==> src/verilog/frg_consts.svh <==
// Constants for the flash read-while-write and boot lock guard
//=============================================================
`ifndef FRG_CONSTS_SVH
`define FRG_CONSTS_SVH
//=============================================================
// Flash map, word addresses
`define FRG_AW 15
`define FRG_NRWR_START 15'h7000
`define FRG_BOOT_START_00 15'h7000
`define FRG_BOOT_START_01 15'h7800
`define FRG_BOOT_START_10 15'h7C00
`define FRG_BOOT_START_11 15'h7E00
//=============================================================
// Register offsets
`define FRG_OFF_CTRL 12'h000
`define FRG_OFF_STAT 12'h004
`define FRG_OFF_LOCK 12'h008
`define FRG_OFF_ISTAT 12'h00C
`define FRG_OFF_ICLR 12'h010
`define FRG_OFF_IEN 12'h014
//=============================================================
// Field positions and reset values
`define FRG_LK_APP_LO 0
`define FRG_LK_APP_HI 1
`define FRG_LK_BOOT_LO 2
`define FRG_LK_BOOT_HI 3
`define FRG_LK_RST 6'h3F
`define FRG_CTRL_CLR 0
`define FRG_CTRL_VEC 1
`define FRG_EV_DONE 0
`define FRG_EV_STP_REF 1
`define FRG_EV_LPM_REF 2
`endif

==> src/verilog/frg_pkg.sv <==
// Types shared by the flash guard
package frg_pkg;
    // Store program operation codes
    typedef enum logic [1:0] {
        FRG_OP_FILL,
        FRG_OP_ERASE,
        FRG_OP_WRITE,
        FRG_OP_LOCK
    } frg_op_e;
    // Programming sequencer states
    typedef enum logic [1:0] {
        FRG_IDLE,
        FRG_BUSY_RWR,
        FRG_BUSY_NRWR
    } frg_state_e;
endpackage : frg_pkg
==> src/verilog/frg_guard.sv <==
// Flash read-while-write and boot lock access guard
//
// The APB interface to the registers and the register offsets are this design's own decisions.
`timescale 1ns/1ps
`include "frg_consts.svh"
module frg_guard
    import frg_pkg::*;
(
    // Clock and reset
    input wire logic I_CLOCK,
    input wire logic I_RST_N,
    // APB slave
    input wire logic I_PSEL,
    input wire logic I_PENABLE,
    input wire logic I_PWRITE,
    input wire logic [11:0] I_PADDR,
    input wire logic [31:0] I_PWDATA,
    output logic [31:0] O_PRDATA,
    output logic O_PREADY,
    output logic O_PSLVERR,
    // Store program requests from the CPU
    input wire logic I_STP_REQ,
    input wire frg_op_e I_STP_OP,
    input wire logic [`FRG_AW-1:0] I_STP_ADDR,
    input wire logic [`FRG_AW-1:0] I_STP_PC,
    input wire logic [5:0] I_STP_DATA,
    // Load program requests from the CPU
    input wire logic I_LPM_REQ,
    input wire logic [`FRG_AW-1:0] I_LPM_ADDR,
    input wire logic [`FRG_AW-1:0] I_LPM_PC,
    // Execution context
    input wire logic [`FRG_AW-1:0] I_EXEC_PC,
    input wire logic [1:0] I_BOOT_SIZE_SELECT,
    // Programming-mode lock access
    input wire logic I_PGM_LOCK_WE,
    input wire logic [5:0] I_PGM_LOCK_DATA,
    input wire logic I_CHIP_ERASE,
    // Flash array side
    input wire logic I_FLASH_DONE,
    output logic O_FLASH_START,
    output frg_op_e O_FLASH_OP,
    output logic [`FRG_AW-1:0] O_FLASH_ADDR,
    // Guard outputs
    output logic O_CPU_HALT,
    output logic O_RWR_BLOCK,
    output logic O_LPM_GRANT,
    output logic O_LPM_DENY,
    output logic O_IRQ_BLOCK,
    output logic O_IRQ
);

    //=========================================================
    // Region decode

    // Boot start is clamped so it never falls below the fixed limit
    function automatic logic [`FRG_AW-1:0] boot_start(
        input logic [1:0] sz
    );
        logic [`FRG_AW-1:0] s;
        s = `FRG_BOOT_START_11;
        unique case (sz)
            2'h0: s = `FRG_BOOT_START_00;
            2'h1: s = `FRG_BOOT_START_01;
            2'h2: s = `FRG_BOOT_START_10;
            2'h3: s = `FRG_BOOT_START_11;
        endcase
        if (s < `FRG_NRWR_START) begin
            s = `FRG_NRWR_START;
        end
        return s;
    endfunction : boot_start

    function automatic logic in_boot(
        input logic [`FRG_AW-1:0] a,
        input logic [1:0] sz
    );
        return a >= boot_start(sz);
    endfunction : in_boot

    function automatic logic in_rwr(input logic [`FRG_AW-1:0] a);
        return a < `FRG_NRWR_START;
    endfunction : in_rwr

    //=========================================================
    // State
    frg_state_e state_r;
    logic busy_r;
    logic vec_boot_r;
    logic [5:0] lock_r;
    logic [2:0] istat_r;
    logic [2:0] ien_r;
    logic pready_r;
    logic [31:0] prdata_r;
    logic pslverr_r;
    logic start_r;
    frg_op_e op_r;
    logic [`FRG_AW-1:0] faddr_r;
    logic halt_r;
    logic lgrant_r;
    logic ldeny_r;
    logic irqblk_r;
    logic irq_r;

    //=========================================================
    // Store program decision
    logic stp_boot;
    logic stp_prog;
    logic tgt_boot;
    logic wr_locked;
    logic stp_go;
    logic stp_ref;
    logic flash_go;
    // Only boot-resident code may start programming
    assign stp_boot = in_boot(I_STP_PC, I_BOOT_SIZE_SELECT);
    assign stp_prog = (I_STP_OP == FRG_OP_ERASE) ||
                      (I_STP_OP == FRG_OP_WRITE);
    assign tgt_boot = in_boot(I_STP_ADDR, I_BOOT_SIZE_SELECT);
    // Low bit programmed forbids writes; general lock unused
    assign wr_locked = tgt_boot ? !lock_r[`FRG_LK_BOOT_LO]
                     : !lock_r[`FRG_LK_APP_LO];
    assign stp_go = I_STP_REQ && stp_boot &&
                    (state_r == FRG_IDLE) &&
                    !(stp_prog && wr_locked);
    assign stp_ref = I_STP_REQ && !stp_go;
    assign flash_go = stp_go && (I_STP_OP != FRG_OP_LOCK);

    //=========================================================
    // Load program decision
    logic lpm_src_boot;
    logic lpm_tgt_boot;
    logic lpm_bad;
    assign lpm_src_boot = in_boot(I_LPM_PC, I_BOOT_SIZE_SELECT);
    assign lpm_tgt_boot = in_boot(I_LPM_ADDR, I_BOOT_SIZE_SELECT);
    // High bit programmed forbids cross-section reads
    assign lpm_bad =
        (busy_r && in_rwr(I_LPM_ADDR)) ||
        (lpm_src_boot && !lpm_tgt_boot &&
         !lock_r[`FRG_LK_APP_HI]) ||
        (!lpm_src_boot && lpm_tgt_boot &&
         !lock_r[`FRG_LK_BOOT_HI]);

    //=========================================================
    // APB decode
    logic apb_acc;
    logic apb_wr;
    logic clr_req;
    assign apb_acc = I_PSEL && I_PENABLE && pready_r;
    assign apb_wr = apb_acc && I_PWRITE;
    assign clr_req = apb_wr && (I_PADDR == `FRG_OFF_CTRL) &&
                     I_PWDATA[`FRG_CTRL_CLR];

    //=========================================================
    // Sequencer: halt choice uses the page address, not fetch
    always_ff @(posedge I_CLOCK) begin
        if (!I_RST_N) begin
            state_r <= FRG_IDLE;
        end else begin
            unique case (state_r)
                FRG_IDLE: begin
                    if (flash_go && stp_prog) begin
                        if (in_rwr(I_STP_ADDR)) begin
                            state_r <= FRG_BUSY_RWR;
                        end else begin
                            state_r <= FRG_BUSY_NRWR;
                        end
                    end
                end
                FRG_BUSY_RWR, FRG_BUSY_NRWR: begin
                    if (I_FLASH_DONE) begin
                        state_r <= FRG_IDLE;
                    end
                end
                default: state_r <= FRG_IDLE;
            endcase
        end
    end

    // CPU halt follows the no-read-while-write busy state
    always_ff @(posedge I_CLOCK) begin
        if (!I_RST_N) begin
            halt_r <= 1'b0;
        end else if (flash_go && stp_prog) begin
            halt_r <= !in_rwr(I_STP_ADDR);
        end else if (I_FLASH_DONE) begin
            halt_r <= 1'b0;
        end
    end

    // Busy flag: set on start wins over a software clear.
    // Clearing is taken only when idle; software is trusted
    // not to touch read-while-write code before then.
    always_ff @(posedge I_CLOCK) begin
        if (!I_RST_N) begin
            busy_r <= 1'b0;
        end else if (flash_go && stp_prog) begin
            busy_r <= 1'b1;
        end else if (clr_req && state_r == FRG_IDLE) begin
            busy_r <= 1'b0;
        end
    end

    // Flash command issue
    always_ff @(posedge I_CLOCK) begin
        if (!I_RST_N) begin
            start_r <= 1'b0;
            op_r <= FRG_OP_FILL;
            faddr_r <= '0;
        end else begin
            start_r <= flash_go;
            if (flash_go) begin
                op_r <= I_STP_OP;
                faddr_r <= I_STP_ADDR;
            end
        end
    end

    //=========================================================
    // Lock bits: only programmed (cleared) by AND, erased whole
    always_ff @(posedge I_CLOCK) begin
        if (!I_RST_N) begin
            lock_r <= `FRG_LK_RST;
        end else if (I_CHIP_ERASE) begin
            lock_r <= `FRG_LK_RST;
        end else begin
            lock_r <= lock_r &
                (I_PGM_LOCK_WE ? I_PGM_LOCK_DATA : 6'h3F) &
                ((stp_go && I_STP_OP == FRG_OP_LOCK) ?
                 I_STP_DATA : 6'h3F);
        end
    end

    //=========================================================
    // Load program answer, one cycle after the request
    always_ff @(posedge I_CLOCK) begin
        if (!I_RST_N) begin
            lgrant_r <= 1'b0;
            ldeny_r <= 1'b0;
        end else begin
            lgrant_r <= I_LPM_REQ && !lpm_bad;
            ldeny_r <= I_LPM_REQ && lpm_bad;
        end
    end

    // Interrupt masking for the protected cross section
    always_ff @(posedge I_CLOCK) begin
        if (!I_RST_N) begin
            irqblk_r <= 1'b0;
        end else begin
            irqblk_r <=
                (!lock_r[`FRG_LK_APP_HI] && vec_boot_r &&
                 !in_boot(I_EXEC_PC, I_BOOT_SIZE_SELECT)) ||
                (!lock_r[`FRG_LK_BOOT_HI] && !vec_boot_r &&
                 in_boot(I_EXEC_PC, I_BOOT_SIZE_SELECT));
        end
    end

    //=========================================================
    // Control and interrupt enable registers
    always_ff @(posedge I_CLOCK) begin
        if (!I_RST_N) begin
            vec_boot_r <= 1'b0;
            ien_r <= 3'h0;
        end else if (apb_wr) begin
            if (I_PADDR == `FRG_OFF_CTRL) begin
                vec_boot_r <= I_PWDATA[`FRG_CTRL_VEC];
            end
            if (I_PADDR == `FRG_OFF_IEN) begin
                ien_r <= I_PWDATA[2:0];
            end
        end
    end

    // Sticky events; a new event beats the clear write
    logic [2:0] ev;
    logic [2:0] iclr;
    assign ev = {I_LPM_REQ && lpm_bad, stp_ref,
                 I_FLASH_DONE && state_r != FRG_IDLE};
    assign iclr = (apb_wr && I_PADDR == `FRG_OFF_ICLR) ?
                  I_PWDATA[2:0] : 3'h0;
    always_ff @(posedge I_CLOCK) begin
        if (!I_RST_N) begin
            istat_r <= 3'h0;
            irq_r <= 1'b0;
        end else begin
            istat_r <= (istat_r & ~iclr) | ev;
            irq_r <= |(((istat_r & ~iclr) | ev) & ien_r);
        end
    end

    //=========================================================
    // APB slave: one wait state, read data latched early
    logic [31:0] rd_mux;
    logic rd_bad;
    always_comb begin
        rd_mux = 32'h0;
        rd_bad = 1'b0;
        unique case (I_PADDR)
            `FRG_OFF_CTRL: rd_mux = {30'h0, vec_boot_r, 1'b0};
            `FRG_OFF_STAT: rd_mux = {28'h0, start_r,
                                     state_r != FRG_IDLE,
                                     halt_r, busy_r};
            `FRG_OFF_LOCK: rd_mux = {26'h0, lock_r};
            `FRG_OFF_ISTAT: rd_mux = {29'h0, istat_r};
            `FRG_OFF_ICLR: rd_mux = 32'h0;
            `FRG_OFF_IEN: rd_mux = {29'h0, ien_r};
            default: rd_bad = 1'b1;
        endcase
    end

    always_ff @(posedge I_CLOCK) begin
        if (!I_RST_N) begin
            pready_r <= 1'b0;
            prdata_r <= 32'h0;
            pslverr_r <= 1'b0;
        end else begin
            pready_r <= I_PSEL && I_PENABLE && !pready_r;
            if (I_PSEL && I_PENABLE && !pready_r) begin
                prdata_r <= I_PWRITE ? 32'h0 : rd_mux;
                pslverr_r <= rd_bad;
            end else begin
                pslverr_r <= 1'b0;
            end
        end
    end

    //=========================================================
    // Outputs
    assign O_PRDATA = prdata_r;
    assign O_PREADY = pready_r;
    assign O_PSLVERR = pslverr_r;
    assign O_FLASH_START = start_r;
    assign O_FLASH_OP = op_r;
    assign O_FLASH_ADDR = faddr_r;
    assign O_CPU_HALT = halt_r;
    assign O_RWR_BLOCK = busy_r;
    assign O_LPM_GRANT = lgrant_r;
    assign O_LPM_DENY = ldeny_r;
    assign O_IRQ_BLOCK = irqblk_r;
    assign O_IRQ = irq_r;
endmodule : frg_guard

==> config.mk <==
export PLATFORM = sky130hd
export DESIGN_NAME = frg_guard
export DESIGN_NICKNAME = d
export VERILOG_FILES = /design/src/verilog/frg_pkg.sv /design/src/verilog/frg_guard.sv
export VERILOG_INCLUDE_DIRS = /design/src /design/src/verilog
export SDC_FILE = /design/constraint.sdc
export NUM_CORES = 1
export LEC_CHECK = 0
export BUFFER_PORTS_ARGS = -buffer_cell sky130_fd_sc_hd__buf_2
export CAP_MARGIN = 10
export CORE_MARGIN = 2
export CORE_UTILIZATION = 26
export CTS_CLUSTER_SIZE = 12
export DETAILED_ROUTE_END_ITERATION = 8
export PLACE_DENSITY_LB_ADDON = 0.1
export REMOVE_ABC_BUFFERS = 1
export SYNTH_ARGS = -nofsm -noshare
export SYNTH_HDL_FRONTEND = slang
export SYNTH_SLANG_ARGS = --single-unit
==> constraint.sdc <==
create_clock -name I_CLOCK -period 2.2 [get_ports I_CLOCK]
set_clock_uncertainty 0.1 [all_clocks]
set_input_delay 0.11 -clock I_CLOCK [delete_from_list [all_inputs] [get_ports I_CLOCK]]
set_output_delay 0.11 -clock I_CLOCK [all_outputs]
set_load 0.02 [all_outputs]
==> run summary <==
The run finished with clean final reports. The critical path in this run is classified as input port to flip-flop. The count of buffers from port buffering came out at 147. The deepest level of the CTS H-tree is 2. The data arrival time of the critical path came out at 2.22 ns. The post-CTS clock slew at the launch and capture registers of the worst setup and hold paths is 0.10 ns. After filler insertion, the fill cell instance count of the layout stands at 1144. Summed over all layers, the routed wires come to 9166 um. The synthesis-to-layout area growth is 47.24%. The floorplan die area is 11840 um^2. In the routed design, unresolved DRC markers number 0.

The number of hold violations in the final report came out at 0. The count of boundary I/O pins is 203. The basic-gate share of the synthesized area counting and, or, nand and nor cells is 28.35%.

The headroom to the max-slew limit came out at 63.90%. The global-route total usage across every layer came out at 15.32%. Data on the critical path is required at its endpoint by 2.31 ns. TritonCTS built the clock tree. The overall die height came out at 108.8 um. The total of max-cap violations is 0. After routing the design area is 4204 um^2. The post-CTS setup buffer count is 0. The number of enable-type register cells in the synthesized netlist is 0. The slowest library cell on the worst path is dlygate4sd3_1.

The later-pin clock latency in the skew report is 0.30 ns. Once the floorplan was initialized, standard cells occupied 26.45% of the core. The routed length on met2 came out at 4614 um. The synthesized instance count is 354. The async set-or-reset flop fraction in the synthesized netlist came out at 0%. The number of warnings issued by yosys is 0. The congestion estimate from routability-driven global placement came to 0.7891.

The clock period minus worst slack is 2.118 ns. The met3 routed wirelength is 432 um. The number of cells in the finished layout apart from fillers is 680. The worst hold slack came out at 0.01511 ns. The final net count came out at 702. The initial antenna violation count is 0. The wire length on met1 is 3963 um.

The leakage power came out at 1.953 nW. The synthesized netlist contains 55 unique library cells. The top cell family by delay on the critical path is buffers and inverters.

Static timing analysis puts the maximum clock frequency at 472.0 MHz. The cell count after placement is 644. The HPWL reported at the end of detailed placement came out at 7402 um.

The maximum single-stage delay on the critical path came out at 0.52 ns. The first-iteration detailed-routing DRC count is 125. The number of vias in the routed layout is 3107. The area share of xor/xnor cells in the synthesized design is 0%.

The top cell types in the final layout, fill and taps aside, are 147 x buf_2, 47 x dfxtp_1, 35 x o21ai_0. Signal routing reaches up to met4. The number of vias per cell came out at 4.569.

The sequential area share after synthesis came out at 32.95%. Dividing the detail-routed wire length by the instance count gives 13.48 um. The total count of max-transition violations in the final report was 0. The final number of setup-violating endpoints is 0. The mux share of post-synthesis cell area is 3.506%. The maximum clock path buffer count is 2. The maximum number of pins on one net before global-route repair came out at 35. The number of clock sinks seen by CTS came out at 47. The count of TritonRoute iterations in the first routing pass is 4. The total buffers and inverters traversed by the critical path is 3.

The synthesized netlist devotes 16.17% of its cell area to compound gates. The total negative slack is 0 ns. The most used flip-flop cell after synthesis is dfxtp_1. In this run the mean area of a mapped cell was 8.066 um^2. The transition time at the pin with the least slew margin is 0.5278 ns. Along the worst path, the maximum fanout reaches 4. The number of global-route vias before repair came out at 2993.

The cell area that synthesis handed to floorplanning was 2855 um^2. The element type at the critical path end is a flip-flop. The worst hold path belongs to the class input port to flip-flop. The first-pass GRT wire length is 14200 um. The library cell used most frequently in the layout, excluding fill and tap cells, is buf_2.

The number of routed nets with antenna violations came out at 0. The fraction of final layout cells sized beyond drive strength 1 is 35.56%. The number of CTS-inserted buffers is 5. STA classifies the critical path startpoint as an input port. Setup repair after global routing left no endpoint under its margin.

The maximum vdd drop is 0.2340 mV. The number of inserted diodes came out at 0. The share of the clock period used by the worst path came out at 96.30%. The flip-flop and latch count after synthesis is 47. In this run the cell area measured after placement is 3756 um^2. The area of the core region came out at 10790 um^2. The critical path goes through dlygate4sd3_1 -> buf_2 -> nand3_2 -> buf_4 -> a21o_1 -> and4b_1 -> or3_4 -> a41o_1 -> a211o_1. Summed over all layers, the global routing overflow is 0. In this run the horizontal extent of the chip is 108.8 um. Of the total synthesized cell area, the portion taken by full adders, half adders and majority gates is 7.450%. The largest family of logic cells by synthesized area is simple AND/OR/NAND/NOR gates.

The total power per unit cell area came out at 452.6 nW/um^2. The standard-cell row count is 38. The tree is rooted in a clkbuf_8.
-- per-layer routing --
metal / GRT usage [%] / vias up
met4: 4.121 / 0
li1: - / 1592
met5: 0 / -
met2: 27.72 / 93
met1: 18.38 / 1408
met3: 3.048 / 14
-- cell type report --
type	instances	area [um^2]	area share, %
flip-flops and latches	47	940.9	22.38
clock buffers	5	68.82	1.637
multi-input cells	273	1733	41.22
well taps	140	175.2	4.167
clock inverters	2	37.54	0.8929
inverters	18	67.56	1.607
repair buffers	195	1181	28.10
-- cell families (layout without fill, tap and decap cells) --
family                     after synthesis  in the layout
DFF                                     47             47
adders and majority gates               17             17
other                                    1             26
AOI/OAI and AO/OA                       77             77
muxes                                   10             10
and+or+nand+nor                        143            143
buffers and inverters                   59            220
-- power breakdown --
part / internal [mW] / switching, mW
combinational: 0.185 / 0.200
sequential: 0.863 / 0.00818
clock: 0.333 / 0.314
-- synthesized netlist by cell type, drive strengths merged (4+ instances only) --
cell    instances  area share (%)
nor3            9             1.6
nand3          30             5.3
nor4            4             1.4
mux2i          10             3.5
nand2          31             4.1
and3            5             1.1
nand2b          5             1.1
nor4b           6             2.5
nor3b           8             2.1
a21oi          16             2.8
inv            18             2.4
dfxtp          47              33
clkbuf         14             1.8
ha             17             7.4
buf            27             7.2
nor2           20             2.6
o21ai          35             6.1
-- timing repair --
action                                  4_1_cts  5_1_grt
hold buffers                                 29        0
endpoints found under the hold margin        27        0
endpoints found under the setup margin        0       10
gates resized for setup                       0       10
-- state kept, by name (all words and copies together), names as in the netlist --
| signal | count |
|---|---|
| O_CPU_HALT | 1 |
| O_FLASH_ADDR | 15 |
| O_FLASH_OP | 2 |
| O_FLASH_START | 1 |
| O_IRQ | 1 |
| O_IRQ_BLOCK | 1 |
| O_LPM_DENY | 1 |
| O_LPM_GRANT | 1 |
| O_PRDATA | 6 |
| O_PREADY | 1 |
| O_PSLVERR | 1 |
| O_RWR_BLOCK | 1 |
| ien_r | 3 |
| istat_r | 3 |
| lock_r | 6 |
| state_r | 2 |
| vec_boot_r | 1 |
-- tightest hold or removal path: stages --
cell and delay (ns):
buf_2 0.11, o2111ai_1 0.08, mux2i_1 0.08
-- path summary, 6_finish.rpt --
path,to,slack (ns),cells past startpoint,startpoint
min,O_IRQ_BLOCK$_SDFF_PN0_,0.02,3,I_EXEC_PC[13]
max reg2reg,O_IRQ$_SDFF_PN0_,0.22,7,state_r[0]$_SDFFE_PN0P_
max,O_IRQ$_SDFF_PN0_,0.08,9,I_STP_ADDR[14]
min reg2reg,O_PRDATA[5]$_SDFFE_PN0P_,0.36,2,O_PRDATA[5]$_SDFFE_PN0P_
-- through the flow --
step	setup slack (ns)	power (mW)	util, %
global route	0.01819	2.008	38.95
global placement	-0.2000	1.226	34.80
detailed placement	-0.2856	1.230	34.80
CTS	0.01619	1.919	38.48
floorplan	-0.2322	1.040	-
finish	0.08151	1.903	38.95
No activity file was read; power rests on OpenSTA's default activity.
